`config.mk`:
```
export PLATFORM = sky130hd
export DESIGN_NAME = otgsc_top
export DESIGN_NICKNAME = d
export VERILOG_FILES = /design/src/inc/otgsc_pkg.sv /design/src/rtl/otgsc_top.sv
export SDC_FILE = /design/constraint.sdc
export NUM_CORES = 1
export LEC_CHECK = 0
export BUFFER_PORTS_ARGS = -buffer_cell sky130_fd_sc_hd__buf_2
export CAP_MARGIN = 20
export CORE_MARGIN = 2
export CORE_UTILIZATION = 46
export DETAILED_ROUTE_END_ITERATION = 8
export GPL_TIMING_DRIVEN = 0
export PLACE_DENSITY = 0.69
export RECOVER_POWER = 25
export SYNTH_ARGS = -nofsm -noshare
export SYNTH_HDL_FRONTEND = slang
export SYNTH_SLANG_ARGS = --single-unit
```
`constraint.sdc`:
```
create_clock -name CLK_I -period 1.7 [get_ports CLK_I]
set_clock_uncertainty 0.15 [all_clocks]
set_input_delay 0.085 -clock CLK_I [delete_from_list [all_inputs] [get_ports CLK_I]]
set_output_delay 0.085 -clock CLK_I [all_outputs]
set_load 0.1 [all_outputs]
```
`src/inc/otgsc_pkg.sv`:
```
package otgsc_pkg;

  // Register offsets (byte addresses)
  localparam logic [11:0] OFS_CONTROL_STATE = 12'h000;
  localparam logic [11:0] OFS_EVENT_FLAGS = 12'h004;
  localparam logic [11:0] OFS_BUS_SIDE_CFG = 12'h008;
  localparam logic [11:0] OFS_USB_SIDE_CFG = 12'h00C;
  localparam logic [11:0] OFS_RESET_CONTROL = 12'h010;
  localparam logic [11:0] OFS_CORE_INT_STATUS = 12'h014;
  localparam logic [11:0] OFS_CORE_INT_MASK = 12'h018;
  localparam logic [11:0] OFS_RX_STATUS_PEEK = 12'h01C;
  localparam logic [11:0] OFS_RX_STATUS_POP = 12'h020;
  localparam logic [11:0] OFS_RX_FIFO_SIZE = 12'h024;
  localparam logic [11:0] OFS_TX_FIFO_CFG = 12'h028;
  localparam logic [11:0] OFS_NP_QUEUE_STATE = 12'h02C;
  localparam logic [11:0] OFS_EVENT_MASK = 12'h030;
  localparam logic [11:0] OFS_GENERAL_CFG = 12'h038;
  localparam logic [11:0] OFS_CORE_IDENTITY = 12'h03C;
  localparam logic [11:0] OFS_HOST_PER_FIFO = 12'h100;
  localparam logic [11:0] OFS_IN_EP_FIFO_1 = 12'h104;
  localparam logic [11:0] OFS_IN_EP_FIFO_2 = 12'h108;
  localparam logic [11:0] OFS_IN_EP_FIFO_3 = 12'h10C;

  // Plain storage words
  localparam int unsigned STORE_WORDS = 12;
  localparam logic [3:0] STORE_NONE = 4'hF;

  // Control state field positions
  localparam int unsigned BIT_SESSION_REQUEST_OK = 0;
  localparam int unsigned BIT_SESSION_REQUEST = 1;
  localparam int unsigned BIT_NEGOTIATION_OK = 8;
  localparam int unsigned BIT_NEGOTIATION_REQUEST = 9;
  localparam int unsigned BIT_HOST_NEG_ENABLE = 10;
  localparam int unsigned BIT_DEV_NEG_ENABLE = 11;
  localparam int unsigned BIT_CONNECTOR_ID = 16;
  localparam int unsigned BIT_DEBOUNCE_LEN = 17;
  localparam int unsigned BIT_A_SESSION_VALID = 18;
  localparam int unsigned BIT_B_SESSION_VALID = 19;

  // Event flag positions
  localparam int unsigned FLG_SESSION_END = 2;
  localparam int unsigned FLG_SESSION_OK_CHG = 8;
  localparam int unsigned FLG_NEGOTIATION_OK_CHG = 9;
  localparam int unsigned FLG_NEGOTIATION_SEEN = 17;
  localparam int unsigned FLG_A_TIMEOUT = 18;
  localparam int unsigned FLG_DEBOUNCE_DONE = 19;

  // Reset values and implemented-bit masks
  localparam logic [31:0] CTRL_RESET = 32'h0000_0800;
  localparam logic [31:0] CTRL_READ_MASK = 32'h000F_0F03;
  localparam logic [31:0] FLAG_MASK = 32'h000E_0304;
  localparam logic [31:0] FLAG_RESET = 32'h0000_0000;
  localparam logic [31:0] STORE_RESET = 32'h0000_0000;

  // Register port request
  typedef struct packed {
    logic [11:0] addr;
    logic [31:0] wdata;
    logic wr;
    logic rd;
  } otgsc_bus_t;

  // Transceiver level status
  typedef struct packed {
    logic b_valid;
    logic a_valid;
    logic debounce_short;
    logic connector_b;
  } otgsc_line_t;

  // Protocol engine event pulses
  typedef struct packed {
    logic srp_done;
    logic srp_ok;
    logic hnp_done;
    logic hnp_ok;
    logic hnp_seen;
    logic a_timeout;
    logic debounce_done;
  } otgsc_evt_t;

endpackage : otgsc_pkg

```
`src/rtl/otgsc_top.sv`:
```
// Added by the designer: the strobed register port.
`timescale 1ns/100ps
// Functional notes
// - Bit 0 read-only: session request outcome, 1 success, 0 failure.
// - Bit 1 read/write: software writes 1 to request a session.
// - Session request bit auto-clears when negotiation-change flag is cleared.
// - Bit 8 read-only negotiation outcome, cleared when negotiation request is set.
// - Bit 9 requests negotiation; auto-clears when negotiation-change flag clears.
// - Bit 16 shows connector identity: 0 A-device, 1 B-device.
// - Bit 17 shows detected debounce: 0 long, 1 short.
// - Bit 18 shows A-session valid.
// - Bit 19 shows B-session valid.
// - Control state reads 0x0000_0800 after reset.
// - Global words decode 0x00..0x3C except 0x34, and 0x100..0x10C.
// - Negotiation-change flag sets when negotiation outcome changes; write 1 clears.
module otgsc_top
  import otgsc_pkg::*;
#(
  parameter logic [31:0] CORE_ID = 32'h0000_5A01 // Arbitrary identity value
) (
  // Clock and reset
  input wire logic CLK_I,
  input wire logic RST_B_I,
  // Register port
  input wire otgsc_bus_t BUS_I,
  output logic [31:0] RDATA_O,
  // Transceiver status and protocol events
  input wire otgsc_line_t LINE_I,
  input wire otgsc_evt_t EVT_I,
  // Requests towards the protocol engine
  output logic SESSION_REQUEST_O,
  output logic NEGOTIATION_REQUEST_O,
  output logic HOST_NEG_ENABLE_O,
  output logic DEV_NEG_ENABLE_O,
  // Interrupt
  output logic IRQ_O
);

  //////////////////////////////////////////////////////////////////////////////
  // Address decode

  // Map an offset onto a storage word, or none
  function automatic logic [3:0] store_index(input logic [11:0] addr);
    logic [3:0] idx;
    idx = STORE_NONE;
    case (addr)
      OFS_BUS_SIDE_CFG: idx = 4'h0;
      OFS_USB_SIDE_CFG: idx = 4'h1;
      OFS_RESET_CONTROL: idx = 4'h2;
      OFS_CORE_INT_STATUS: idx = 4'h3;
      OFS_CORE_INT_MASK: idx = 4'h4;
      OFS_RX_FIFO_SIZE: idx = 4'h5;
      OFS_TX_FIFO_CFG: idx = 4'h6;
      OFS_GENERAL_CFG: idx = 4'h7;
      OFS_HOST_PER_FIFO: idx = 4'h8;
      OFS_IN_EP_FIFO_1: idx = 4'h9;
      OFS_IN_EP_FIFO_2: idx = 4'hA;
      OFS_IN_EP_FIFO_3: idx = 4'hB;
      default: idx = STORE_NONE;
    endcase
    return idx;
  endfunction : store_index

  // Strobe qualification per register
  wire logic [3:0] wr_idx = store_index(BUS_I.addr);
  wire logic [3:0] rd_idx = store_index(BUS_I.addr);
  wire logic wr_ctrl = BUS_I.wr && (BUS_I.addr == OFS_CONTROL_STATE);
  wire logic wr_flags = BUS_I.wr && (BUS_I.addr == OFS_EVENT_FLAGS);
  wire logic wr_mask = BUS_I.wr && (BUS_I.addr == OFS_EVENT_MASK);

  //////////////////////////////////////////////////////////////////////////////
  // Plain storage words

  logic [31:0] store_ff [STORE_WORDS];

  // One word per generate pass; no side effects beyond storing
  generate
    for (genvar g = 0; g < STORE_WORDS; g++) begin : g_store
      always_ff @(posedge CLK_I or negedge RST_B_I) begin
        if (!RST_B_I) begin
          store_ff[g] <= STORE_RESET;
        end else if (BUS_I.wr && (wr_idx == 4'(g))) begin
          store_ff[g] <= BUS_I.wdata;
        end
      end
    end
  endgenerate

  //////////////////////////////////////////////////////////////////////////////
  // Line status capture

  logic [3:0] line_ff;
  logic b_valid_prev_ff;

  // Inputs are synchronous; a register keeps the read stable
  always_ff @(posedge CLK_I or negedge RST_B_I) begin
    if (!RST_B_I) begin
      line_ff <= 4'h0;
      b_valid_prev_ff <= 1'b0;
    end else begin
      line_ff <= LINE_I;
      b_valid_prev_ff <= line_ff[3];
    end
  end

  //////////////////////////////////////////////////////////////////////////////
  // Control state bits

  logic session_request_ok_ff;
  logic session_request_ff;
  logic negotiation_ok_ff;
  logic negotiation_request_ff;
  logic host_neg_enable_ff;
  logic dev_neg_enable_ff;
  logic [31:0] flags_ff;
  logic [31:0] mask_ff;

  // Negotiation-change flag leaving the set state
  wire logic [31:0] flag_clear = wr_flags ? (BUS_I.wdata & FLAG_MASK) : 32'h0000_0000;
  logic [31:0] flag_set;
  wire logic [31:0] nxt_flags = ((flags_ff & ~flag_clear) | flag_set) & FLAG_MASK;
  wire logic nego_flag_dropped = flags_ff[FLG_NEGOTIATION_OK_CHG] &&
                                 !nxt_flags[FLG_NEGOTIATION_OK_CHG];

  // Outcome bits follow the engine's result pulses
  wire logic nxt_session_request_ok = EVT_I.srp_done ? EVT_I.srp_ok : session_request_ok_ff;
  // A result in the same cycle as a request write wins over the clear
  wire logic nego_req_written = wr_ctrl && BUS_I.wdata[BIT_NEGOTIATION_REQUEST];
  wire logic nxt_negotiation_ok = EVT_I.hnp_done ? EVT_I.hnp_ok :
                                  nego_req_written ? 1'b0 : negotiation_ok_ff;

  // Requests: software write, else auto-clear on flag clear
  wire logic nxt_session_request = wr_ctrl ? BUS_I.wdata[BIT_SESSION_REQUEST] :
                                   nego_flag_dropped ? 1'b0 : session_request_ff;
  wire logic nxt_negotiation_request = wr_ctrl ? BUS_I.wdata[BIT_NEGOTIATION_REQUEST] :
                                       nego_flag_dropped ? 1'b0 :
                                       negotiation_request_ff;
  wire logic nxt_host_neg_enable = wr_ctrl ? BUS_I.wdata[BIT_HOST_NEG_ENABLE] :
                                   host_neg_enable_ff;
  wire logic nxt_dev_neg_enable = wr_ctrl ? BUS_I.wdata[BIT_DEV_NEG_ENABLE] :
                                  dev_neg_enable_ff;

  // Control state register; reserved bits are simply not stored
  always_ff @(posedge CLK_I or negedge RST_B_I) begin
    if (!RST_B_I) begin
      session_request_ok_ff <= CTRL_RESET[BIT_SESSION_REQUEST_OK];
      session_request_ff <= CTRL_RESET[BIT_SESSION_REQUEST];
      negotiation_ok_ff <= CTRL_RESET[BIT_NEGOTIATION_OK];
      negotiation_request_ff <= CTRL_RESET[BIT_NEGOTIATION_REQUEST];
      host_neg_enable_ff <= CTRL_RESET[BIT_HOST_NEG_ENABLE];
      dev_neg_enable_ff <= CTRL_RESET[BIT_DEV_NEG_ENABLE];
    end else begin
      session_request_ok_ff <= nxt_session_request_ok;
      session_request_ff <= nxt_session_request;
      negotiation_ok_ff <= nxt_negotiation_ok;
      negotiation_request_ff <= nxt_negotiation_request;
      host_neg_enable_ff <= nxt_host_neg_enable;
      dev_neg_enable_ff <= nxt_dev_neg_enable;
    end
  end

  //////////////////////////////////////////////////////////////////////////////
  // Event flags, mask and interrupt

  // Hardware set sources; a set in the clearing cycle survives
  always_comb begin
    flag_set = 32'h0000_0000;
    flag_set[FLG_SESSION_END] = b_valid_prev_ff && !line_ff[3];
    flag_set[FLG_SESSION_OK_CHG] = nxt_session_request_ok != session_request_ok_ff;
    flag_set[FLG_NEGOTIATION_OK_CHG] = nxt_negotiation_ok != negotiation_ok_ff;
    flag_set[FLG_NEGOTIATION_SEEN] = EVT_I.hnp_seen;
    flag_set[FLG_A_TIMEOUT] = EVT_I.a_timeout;
    flag_set[FLG_DEBOUNCE_DONE] = EVT_I.debounce_done;
  end

  wire logic [31:0] nxt_mask = wr_mask ? (BUS_I.wdata & FLAG_MASK) : mask_ff;
  wire logic nxt_irq = |(nxt_flags & nxt_mask);

  // Flags, mask and the registered interrupt level
  always_ff @(posedge CLK_I or negedge RST_B_I) begin
    if (!RST_B_I) begin
      flags_ff <= FLAG_RESET;
      mask_ff <= FLAG_RESET;
      IRQ_O <= 1'b0;
    end else begin
      flags_ff <= nxt_flags;
      mask_ff <= nxt_mask;
      IRQ_O <= nxt_irq;
    end
  end

  //////////////////////////////////////////////////////////////////////////////
  // Read path

  // Assembled control word; unused positions are constant zero
  wire logic [31:0] ctrl_word = {12'h000, line_ff, 4'h0, dev_neg_enable_ff,
                                 host_neg_enable_ff, negotiation_request_ff,
                                 negotiation_ok_ff, 6'h00, session_request_ff,
                                 session_request_ok_ff};
  wire logic [31:0] store_word = (rd_idx == STORE_NONE) ? 32'h0000_0000 : store_ff[rd_idx];

  // Status, flags, mask, identity or storage; unmapped and read-only queues read zero
  wire logic [31:0] rd_mux = (BUS_I.addr == OFS_CONTROL_STATE) ? ctrl_word :
                             (BUS_I.addr == OFS_EVENT_FLAGS) ? flags_ff :
                             (BUS_I.addr == OFS_EVENT_MASK) ? mask_ff :
                             (BUS_I.addr == OFS_CORE_IDENTITY) ? CORE_ID :
                             store_word;
  wire logic [31:0] nxt_rdata = BUS_I.rd ? rd_mux : 32'h0000_0000;

  // Read data valid only in the cycle after the strobe
  always_ff @(posedge CLK_I or negedge RST_B_I) begin
    if (!RST_B_I) begin
      RDATA_O <= 32'h0000_0000;
      SESSION_REQUEST_O <= CTRL_RESET[BIT_SESSION_REQUEST];
      NEGOTIATION_REQUEST_O <= CTRL_RESET[BIT_NEGOTIATION_REQUEST];
      HOST_NEG_ENABLE_O <= CTRL_RESET[BIT_HOST_NEG_ENABLE];
      DEV_NEG_ENABLE_O <= CTRL_RESET[BIT_DEV_NEG_ENABLE];
    end else begin
      RDATA_O <= nxt_rdata;
      SESSION_REQUEST_O <= nxt_session_request;
      NEGOTIATION_REQUEST_O <= nxt_negotiation_request;
      HOST_NEG_ENABLE_O <= nxt_host_neg_enable;
      DEV_NEG_ENABLE_O <= nxt_dev_neg_enable;
    end
  end

  //////////////////////////////////////////////////////////////////////////////
  // Assertions

  // First cycle after reset release
  logic first_ff;
  always_ff @(posedge CLK_I or negedge RST_B_I) begin
    if (!RST_B_I) begin
      first_ff <= 1'b1;
    end else begin
      first_ff <= 1'b0;
    end
  end
endmodule : otgsc_top

```
==> results.py, run 1 <==
metrics = {
    "run_status": {
        "status": "finished, violations left",
        "violations": "hold timing, setup timing",
    },
    "worst_setup_path": {
        "cp.arrival_ns": 2.95,
        "crit_path_start_kind": "input pin",
        "criticalPathCategory": "input pin to register",
        "cp_top_family": "simple AND/OR/NAND/NOR gates",
        "critPathSlowestCell": "nor2_1",
        "crit_path_cell_trace": "buf_6 -> or4_4 -> buf_4 -> nor3b_4 -> o21ai_4 -> clkbuf_4 -> nor2_1 -> a31oi_1 -> o221a_2 -> a31o_2",
        "worstPathRequired_ns": 2.03,
        "end_kind": "register",
        "critical_path_buf_inv_count": 3,
        "slowest_delay_ns": 0.58,
        "crit_fanout": 10,
    },
    "sta": {
        "finalHoldViolCount": 288,
        "finalCriticalPeriod_ns": 2.62,
        "slew_violations": 0,
        "rsz0062_at_grt": "true",
        "max_slew_margin_pct": 33.8,
        "setup_violations": 426,
        "worstMarginPinSlew_ns": 0.992,
        "holdWs_ns": -0.654,
        "setup_ws_ns": -0.923,
        "max_freq_mhz": 381,
        "fin_tns_setup_ns": -216.51,
        "finalCritPeriodShare_pct": 154,
    },
    "cts": {
        "path_clk_slew_ns": 0.06,
        "cts_tree": "done",
        "htree_num_levels": 2,
        "root_buffer": "clkbuf_16",
        "numCtsBuffers": 48,
        "clockBufferDepth": 3,
        "hold_buffers": 55,
        "clk_latency_ns": 0.61,
        "clock-sinks": 440,
    },
    "power": {
        "p_seq_share_pct": 47.6,
        "pwr_density_cell_nw_per_um2": 813,
        "pwr-share-comb_pct": 4.3,
        "p_leak_uw": 0.0127,
        "peakVddDrop_uv": 653,
        "pwr-share-clk_pct": 48.1,
        "p_switching_uw": 5230,
        "p_int_uw": 17000,
        "switching_share_pct": 23.6,
    },
    "floorplan": {
        "coreArea_um2": 43000,
        "die_w_um": 212,
        "die_y_um": 212,
        "io_pins": 96,
        "dieArea_um2": 45100,
        "fp-row-count": 76,
        "initial_core_util_pct": 46.4,
    },
    "cells_and_area": {
        "mostFrequentLayoutCells": "439 x dfrtp_1, 263 x mux2_2, 120 x mux2_4",
        "final_common_cell": "dfrtp_1",
        "multi_input_area_um2": 9270,
        "nFillCells": 3056,
        "nets": 2001,
        "utilization_pct": 63.5,
        "ff_latch_area_um2": 11000,
        "antenna_cells": 0,
        "design_area_um2": 27300,
        "syn_to_final_growth_pct": 36.8,
        "drive_gt1_share_pct": 47.2,
    },
    "grt": {
        "grt_overflow": 0,
        "antenna_found_initial": 1,
        "grt_max_degree": 125,
        "grt_use_total_pct": 31.3,
        "grt_pass1_vias": 15900,
        "grt_pass1_wl_um": 103000,
    },
    "yosys": {
        "yosysUniqueCellTypes": 79,
        "yosys_warnings": 0,
        "ys_ff_latch": 440,
        "synth_seq_area_share_pct": 55.2,
        "netlist_instances": 1589,
        "postSynthAreaPerCell_um2": 12.6,
        "synth_nets": 1648,
        "synthFlopType": "dfrtp_1",
        "synthArstFlopShare_pct": 100,
        "synth_edf_count": 0,
        "synth_area_um2": 20000,
    },
    "drt": {
        "wl_per_cell_um": 30.7,
        "routed_wl_um": 78800,
        "firstDrtPassIters": 5,
        "drc": 0,
        "vias": 16700,
        "ant_nets": 0,
        "avgViaCountPerCell": 6.52,
        "drt_iter0_drc": 2346,
    },
    "place": {
        "dpl_cell_area_um2": 21400,
        "port_buffers": 90,
        "dp_worst_setup_slack_ns": -1.94,
        "hpwl_um": 41900,
        "gp_congestion": 0.926,
    },
    "worst_hold_path": {
        "hold_path.class": "input pin to async pin",
    },
    "run": {
        "drv_cap": 0,
    },
}
## power by group through the flow
| stage | combinational [µW] | sequential, µW | clock, µW |
|---|---|---|---|
| 4_1_cts | 895 | 10600 | 10600 |
| 5_1_grt | 1040 | 10600 | 11100 |
| 3_3_place_gp | 701 | 10700 | 0 |
| 3_5_place_dp | 745 | 10700 | 0 |
| 2_1_floorplan | 282 | 10700 | 0 |
| 6_report | 965 | 10600 | 10700 |
## per-stage QoR
stage,instances,total power (µW)
2_1_floorplan,1589,11000
3_3_place_gp,2264,11400
3_5_place_dp,2267,11500
4_1_cts,2490,22100
5_1_grt,2566,22700
6_report,2566,22200
## final cells by class
class / count / area share (%)
flip-flops and latches: 440 / 40.3
multi-input cells: 1000 / 33.9
repair buffers: 312 / 12.0
plain buffers: 129 / 5.06
clock buffers: 72 / 5.06
well taps: 585 / 2.68
clock inverters: 17 / 0.729
inverters: 11 / 0.151
## synthesized netlist by cell type (6+ instances only)
master    instances  area [µm²]
nor4_1            7        43.8
inv_1            11        41.3
buf_4            19         143
o22a_1            6        52.6
o22ai_1          65         407
o2111a_1         11         124
nand3_1          11        55.1
o211ai_2         10         125
o211ai_1          6        45.0
mux2i_1          11         110
nor2_1           44         165
o32ai_1           6        52.6
a221oi_1         14         123
a221o_1          10         100
a21oi_1          58         290
a21o_1            7        52.6
a211oi_2          7        87.6
a22oi_1           6        45.0
a22o_1           12         105
a31oi_1          19         119
buf_1            26        97.6
or3_1             7        43.8
nand2_1         118         443
o21ai_0          49         245
dfrtp_1         439       11000
nor3_1           25         125
mux2_2          375        4220
mux2_1           15         169
clkbuf_1         45         169
buf_2            43         215
and3_1           12        75.1
## worst register-to-register path, delay by kind of cell (launching register included)
kind	cells	cell delay, ns
AND/OR/NAND/NOR	3	0.61
flip-flops	1	0.40
AO/OA/AOI/OAI	2	0.57
## metal layers
metal  vias up  share of wire (%)  global-route usage, %
li1       6553                  -                      -
met1      8413                 37                   41.9
met2      1348                 43                   47.4
met3       418                 12                   6.51
met4         0                7.7                   17.9
met5         -                  0                      0
## kinds of logic after synthesis
logic type | share of synthesized area [%]
flops | 55.2
mux | 22.6
compound gates | 11.8
simple gates | 6.66
buf+inv | 3.59
xor+xnor | 0.176
## flip-flops by register name, summed over array words and instances (netlist names)
name,cells
DEV_NEG_ENABLE_O,1
HOST_NEG_ENABLE_O,1
IRQ_O,1
NEGOTIATION_REQUEST_O,1
RDATA_O,32
SESSION_REQUEST_O,1
b_valid_prev_ff,1
flags_ff,6
line_ff,4
mask_ff,6
negotiation_ok_ff,1
session_request_ok_ff,1
store_ff,384
## worst paths after layout
check	startpoint	to	slack (ns)	depth (start not counted)
max reg2reg	flags_ff[9]	RDATA_O[9]	-0.16	5
max	BUS_I[40]	RDATA_O[16]	-0.92	10
max in group asynchronous	RST_B_I	store_ff[159]	0.05	3
min	RST_B_I	store_ff[381]	-0.65	1
min in group CLK_I	BUS_I[0]	RDATA_O[9]	0.01	3
min reg2reg	line_ff[3]	b_valid_prev_ff	0.26	0
## timing repair
item,in CTS,in global routing
endpoints found under the hold margin,301,96
pin swaps,34,35
buffers inserted,67,73
cloned,16,18
endpoints found under the setup margin,429,442
resized for setup,305,234
No activity file was read; power rests on OpenSTA's default activity.
==> run 2, diff against run 1 <==
Settings changed: REMOVE_ABC_BUFFERS from default to 1.
==> run 2 against run 1 <==
The run still ends with hold timing, setup timing left. Flip-flop and latch count stayed put. Die area stayed put. Hold slack worse by 0.068 ns. Combinational power is 0.9% lower. Core utilization is 1.1 points lower. Power is 2.2% lower. Via count is 3.2% lower. Critical path type unchanged. Wire length is 6.1% lower. Cell area is 1.8% lower. Maximum frequency is 7.6% higher. First-iteration DRC count is 7.1% lower. Setup slack better by 0.19 ns.
==> results.py, run 2 (synthesized netlist as in run 1, its figures left out) <==
metrics = {
    "cells_and_area": {
        "mostFrequentLayoutCells": "439 x dfrtp_1, 264 x mux2_2, 119 x mux2_4",
        "syn_to_final_growth_pct": 34.4,
        "final_common_cell": "dfrtp_1",
        "reg.largest.list": "store_ff: 384 flops, RDATA_O: 32 flops",
        "antenna_cells": 0,
        "top_register": "store_ff",
        "largest_register_ffs": 384,
        "nets": 1924,
        "drive_gt1_share_pct": 47.9,
        "design_area_um2": 26800,
    },
    "place": {
        "gp_congestion": 0.784,
        "port_buffers": 95,
        "dpl_cell_area_um2": 21200,
        "hpwl_um": 33900,
    },
    "sta": {
        "setup_violations": 422,
        "holdWs_ns": -0.722,
        "fin_tns_setup_ns": -222.05,
        "finalCritPeriodShare_pct": 143,
        "setup_ws_ns": -0.737,
        "finalHoldViolCount": 71,
        "worstMarginPinSlew_ns": 1.26,
        "slew_violations": 0,
        "max_slew_margin_pct": 15.4,
        "max_freq_mhz": 410,
        "rsz0062_at_grt": "true",
        "finalCriticalPeriod_ns": 2.44,
    },
    "power": {
        "p_leak_uw": 0.0124,
        "pwr_density_cell_nw_per_um2": 810,
        "peakVddDrop_uv": 786,
    },
    "worst_hold_path": {
        "hold_path.class": "input pin to async pin",
    },
    "run_status": {
        "status": "finished, violations left",
        "violations": "hold timing, setup timing",
    },
    "cts": {
        "root_buffer": "clkbuf_16",
        "cts_tree": "done",
        "htree_num_levels": 2,
        "clockBufferDepth": 3,
        "path_clk_slew_ns": 0.06,
        "clk_latency_ns": 0.62,
        "numCtsBuffers": 46,
        "clock-sinks": 440,
    },
    "grt": {
        "grt_pass1_wl_um": 96800,
        "grt_max_degree": 128,
        "grt_use_total_pct": 28.7,
        "antenna_found_initial": 2,
        "grt_pass1_vias": 15600,
        "grt_overflow": 0,
    },
    "drt": {
        "wl_per_cell_um": 29.8,
        "avgViaCountPerCell": 6.51,
        "ant_nets": 0,
        "drt_iter0_drc": 2179,
        "firstDrtPassIters": 8,
        "routed_wl_um": 74000,
        "vias": 16200,
        "drc": 0,
    },
    "floorplan": {
        "fp-row-count": 76,
        "io_pins": 96,
        "coreArea_um2": 43000,
        "initial_core_util_pct": 46.4,
        "dieArea_um2": 45100,
        "die_w_um": 212,
        "die_y_um": 212,
    },
    "worst_setup_path": {
        "end_kind": "register",
        "r2r-start": "store_ff[129]",
        "critPathSlowestCell": "nor4_1",
        "crit_path_start_kind": "input pin",
        "worstPathRequired_ns": 2.03,
        "crit_start": "BUS_I[35]",
        "criticalPathCategory": "input pin to register",
        "slowest_delay_ns": 1.10,
        "crit_path_cell_trace": "buf_2 -> or3_4 -> or3_1 -> nor4_1 -> nand2_1 -> o41ai_2",
        "cp.arrival_ns": 2.77,
        "crit_fanout": 8,
    },
    "run": {
        "drv_cap": 0,
    },
}
==> run 2: changes by cell type in the layout (fill, tap and decap cells not counted), sizes merged, moves of 2 or more <==
| cell | delta |
|---|---|
| and2 | +2 |
| or3 | +2 |
| clkbuf | -39 |
| buf | -38 |
| dlygate4sd3 | -2 |
| bufinv | -2 |
| clkinv | -4 |
| nand2 | +2 |
==> run 2: repair_timing <==
item | in CTS | in global routing
hold buffers | 52 | 1
pin swaps | 53 | 46
buffers inserted | 95 | 65
setup endpoints to repair | 431 | 436
gates resized for setup | 150 | 213
cloned | 14 | 21
endpoints found under the hold margin | 731 | 225
==> run 2: critical path: cells and delay by family <==
family                 cells  cell delay (ns)
AND/OR/NAND/NOR            4             2.44
AO/OA/AOI/OAI              1             0.14
buffers and inverters      1             0.09
==> run 2: worst paths after layout <==
path                              endpoint  slack (ns)  cells after the start
max in group asynchronous    store_ff[278]        0.08                      3
min reg2reg                b_valid_prev_ff        0.24                      0
min                            RDATA_O[18]       -0.72                      1
min in group CLK_I              mask_ff[9]       -0.08                      4
max                            RDATA_O[12]       -0.74                      6
max reg2reg                     RDATA_O[1]       -0.04                      4
==> run 2: power by group <==
part	leakage, µW	switching (µW)	internal (µW)
clock	0.000736	4400	5790
combinational	0.00560	641	315
sequential	0.00606	34.3	10500
total	0.0124	5080	16600
==> run 2: area by class of cell <==
cell class	instances	area, µm²
fillers	3084	16200
clock buffers	75	1400
inverters	11	41.3
repair buffers	359	4070
flip-flops and latches	440	11000
well taps	585	732
multi-input cells	1007	9470
clock inverters	9	88.8
==> run 2: metrics by stage <==
| stage | worst slack [ns] | utilization, % | instances | hold WS [ns] | total power (µW) |
|---|---|---|---|---|---|
| 5_1_grt | -0.673 | 62.4 | 2486 | -0.677 | 22300 |
| 2_1_floorplan | -2.37 | - | 1451 | -0.361 | 10900 |
| 3_5_place_dp | -3.14 | 49.4 | 2163 | -0.0660 | 11400 |
| 3_3_place_gp | -8.15 | 47.7 | 2131 | 0.0458 | 11400 |
| 6_report | -0.737 | 62.4 | 2486 | -0.722 | 21700 |
| 4_1_cts | -0.561 | 58.4 | 2406 | -0.680 | 21600 |
==> run 2: metal layers <==
layer | GRT usage, % | up-vias | wire (µm)
met4 | 14.7 | 2 | 5690
met3 | 6.57 | 404 | 7650
met1 | 37.0 | 8265 | 27900
met2 | 45.6 | 1115 | 32800
li1 | - | 6410 | -
met5 | 0 | - | 11
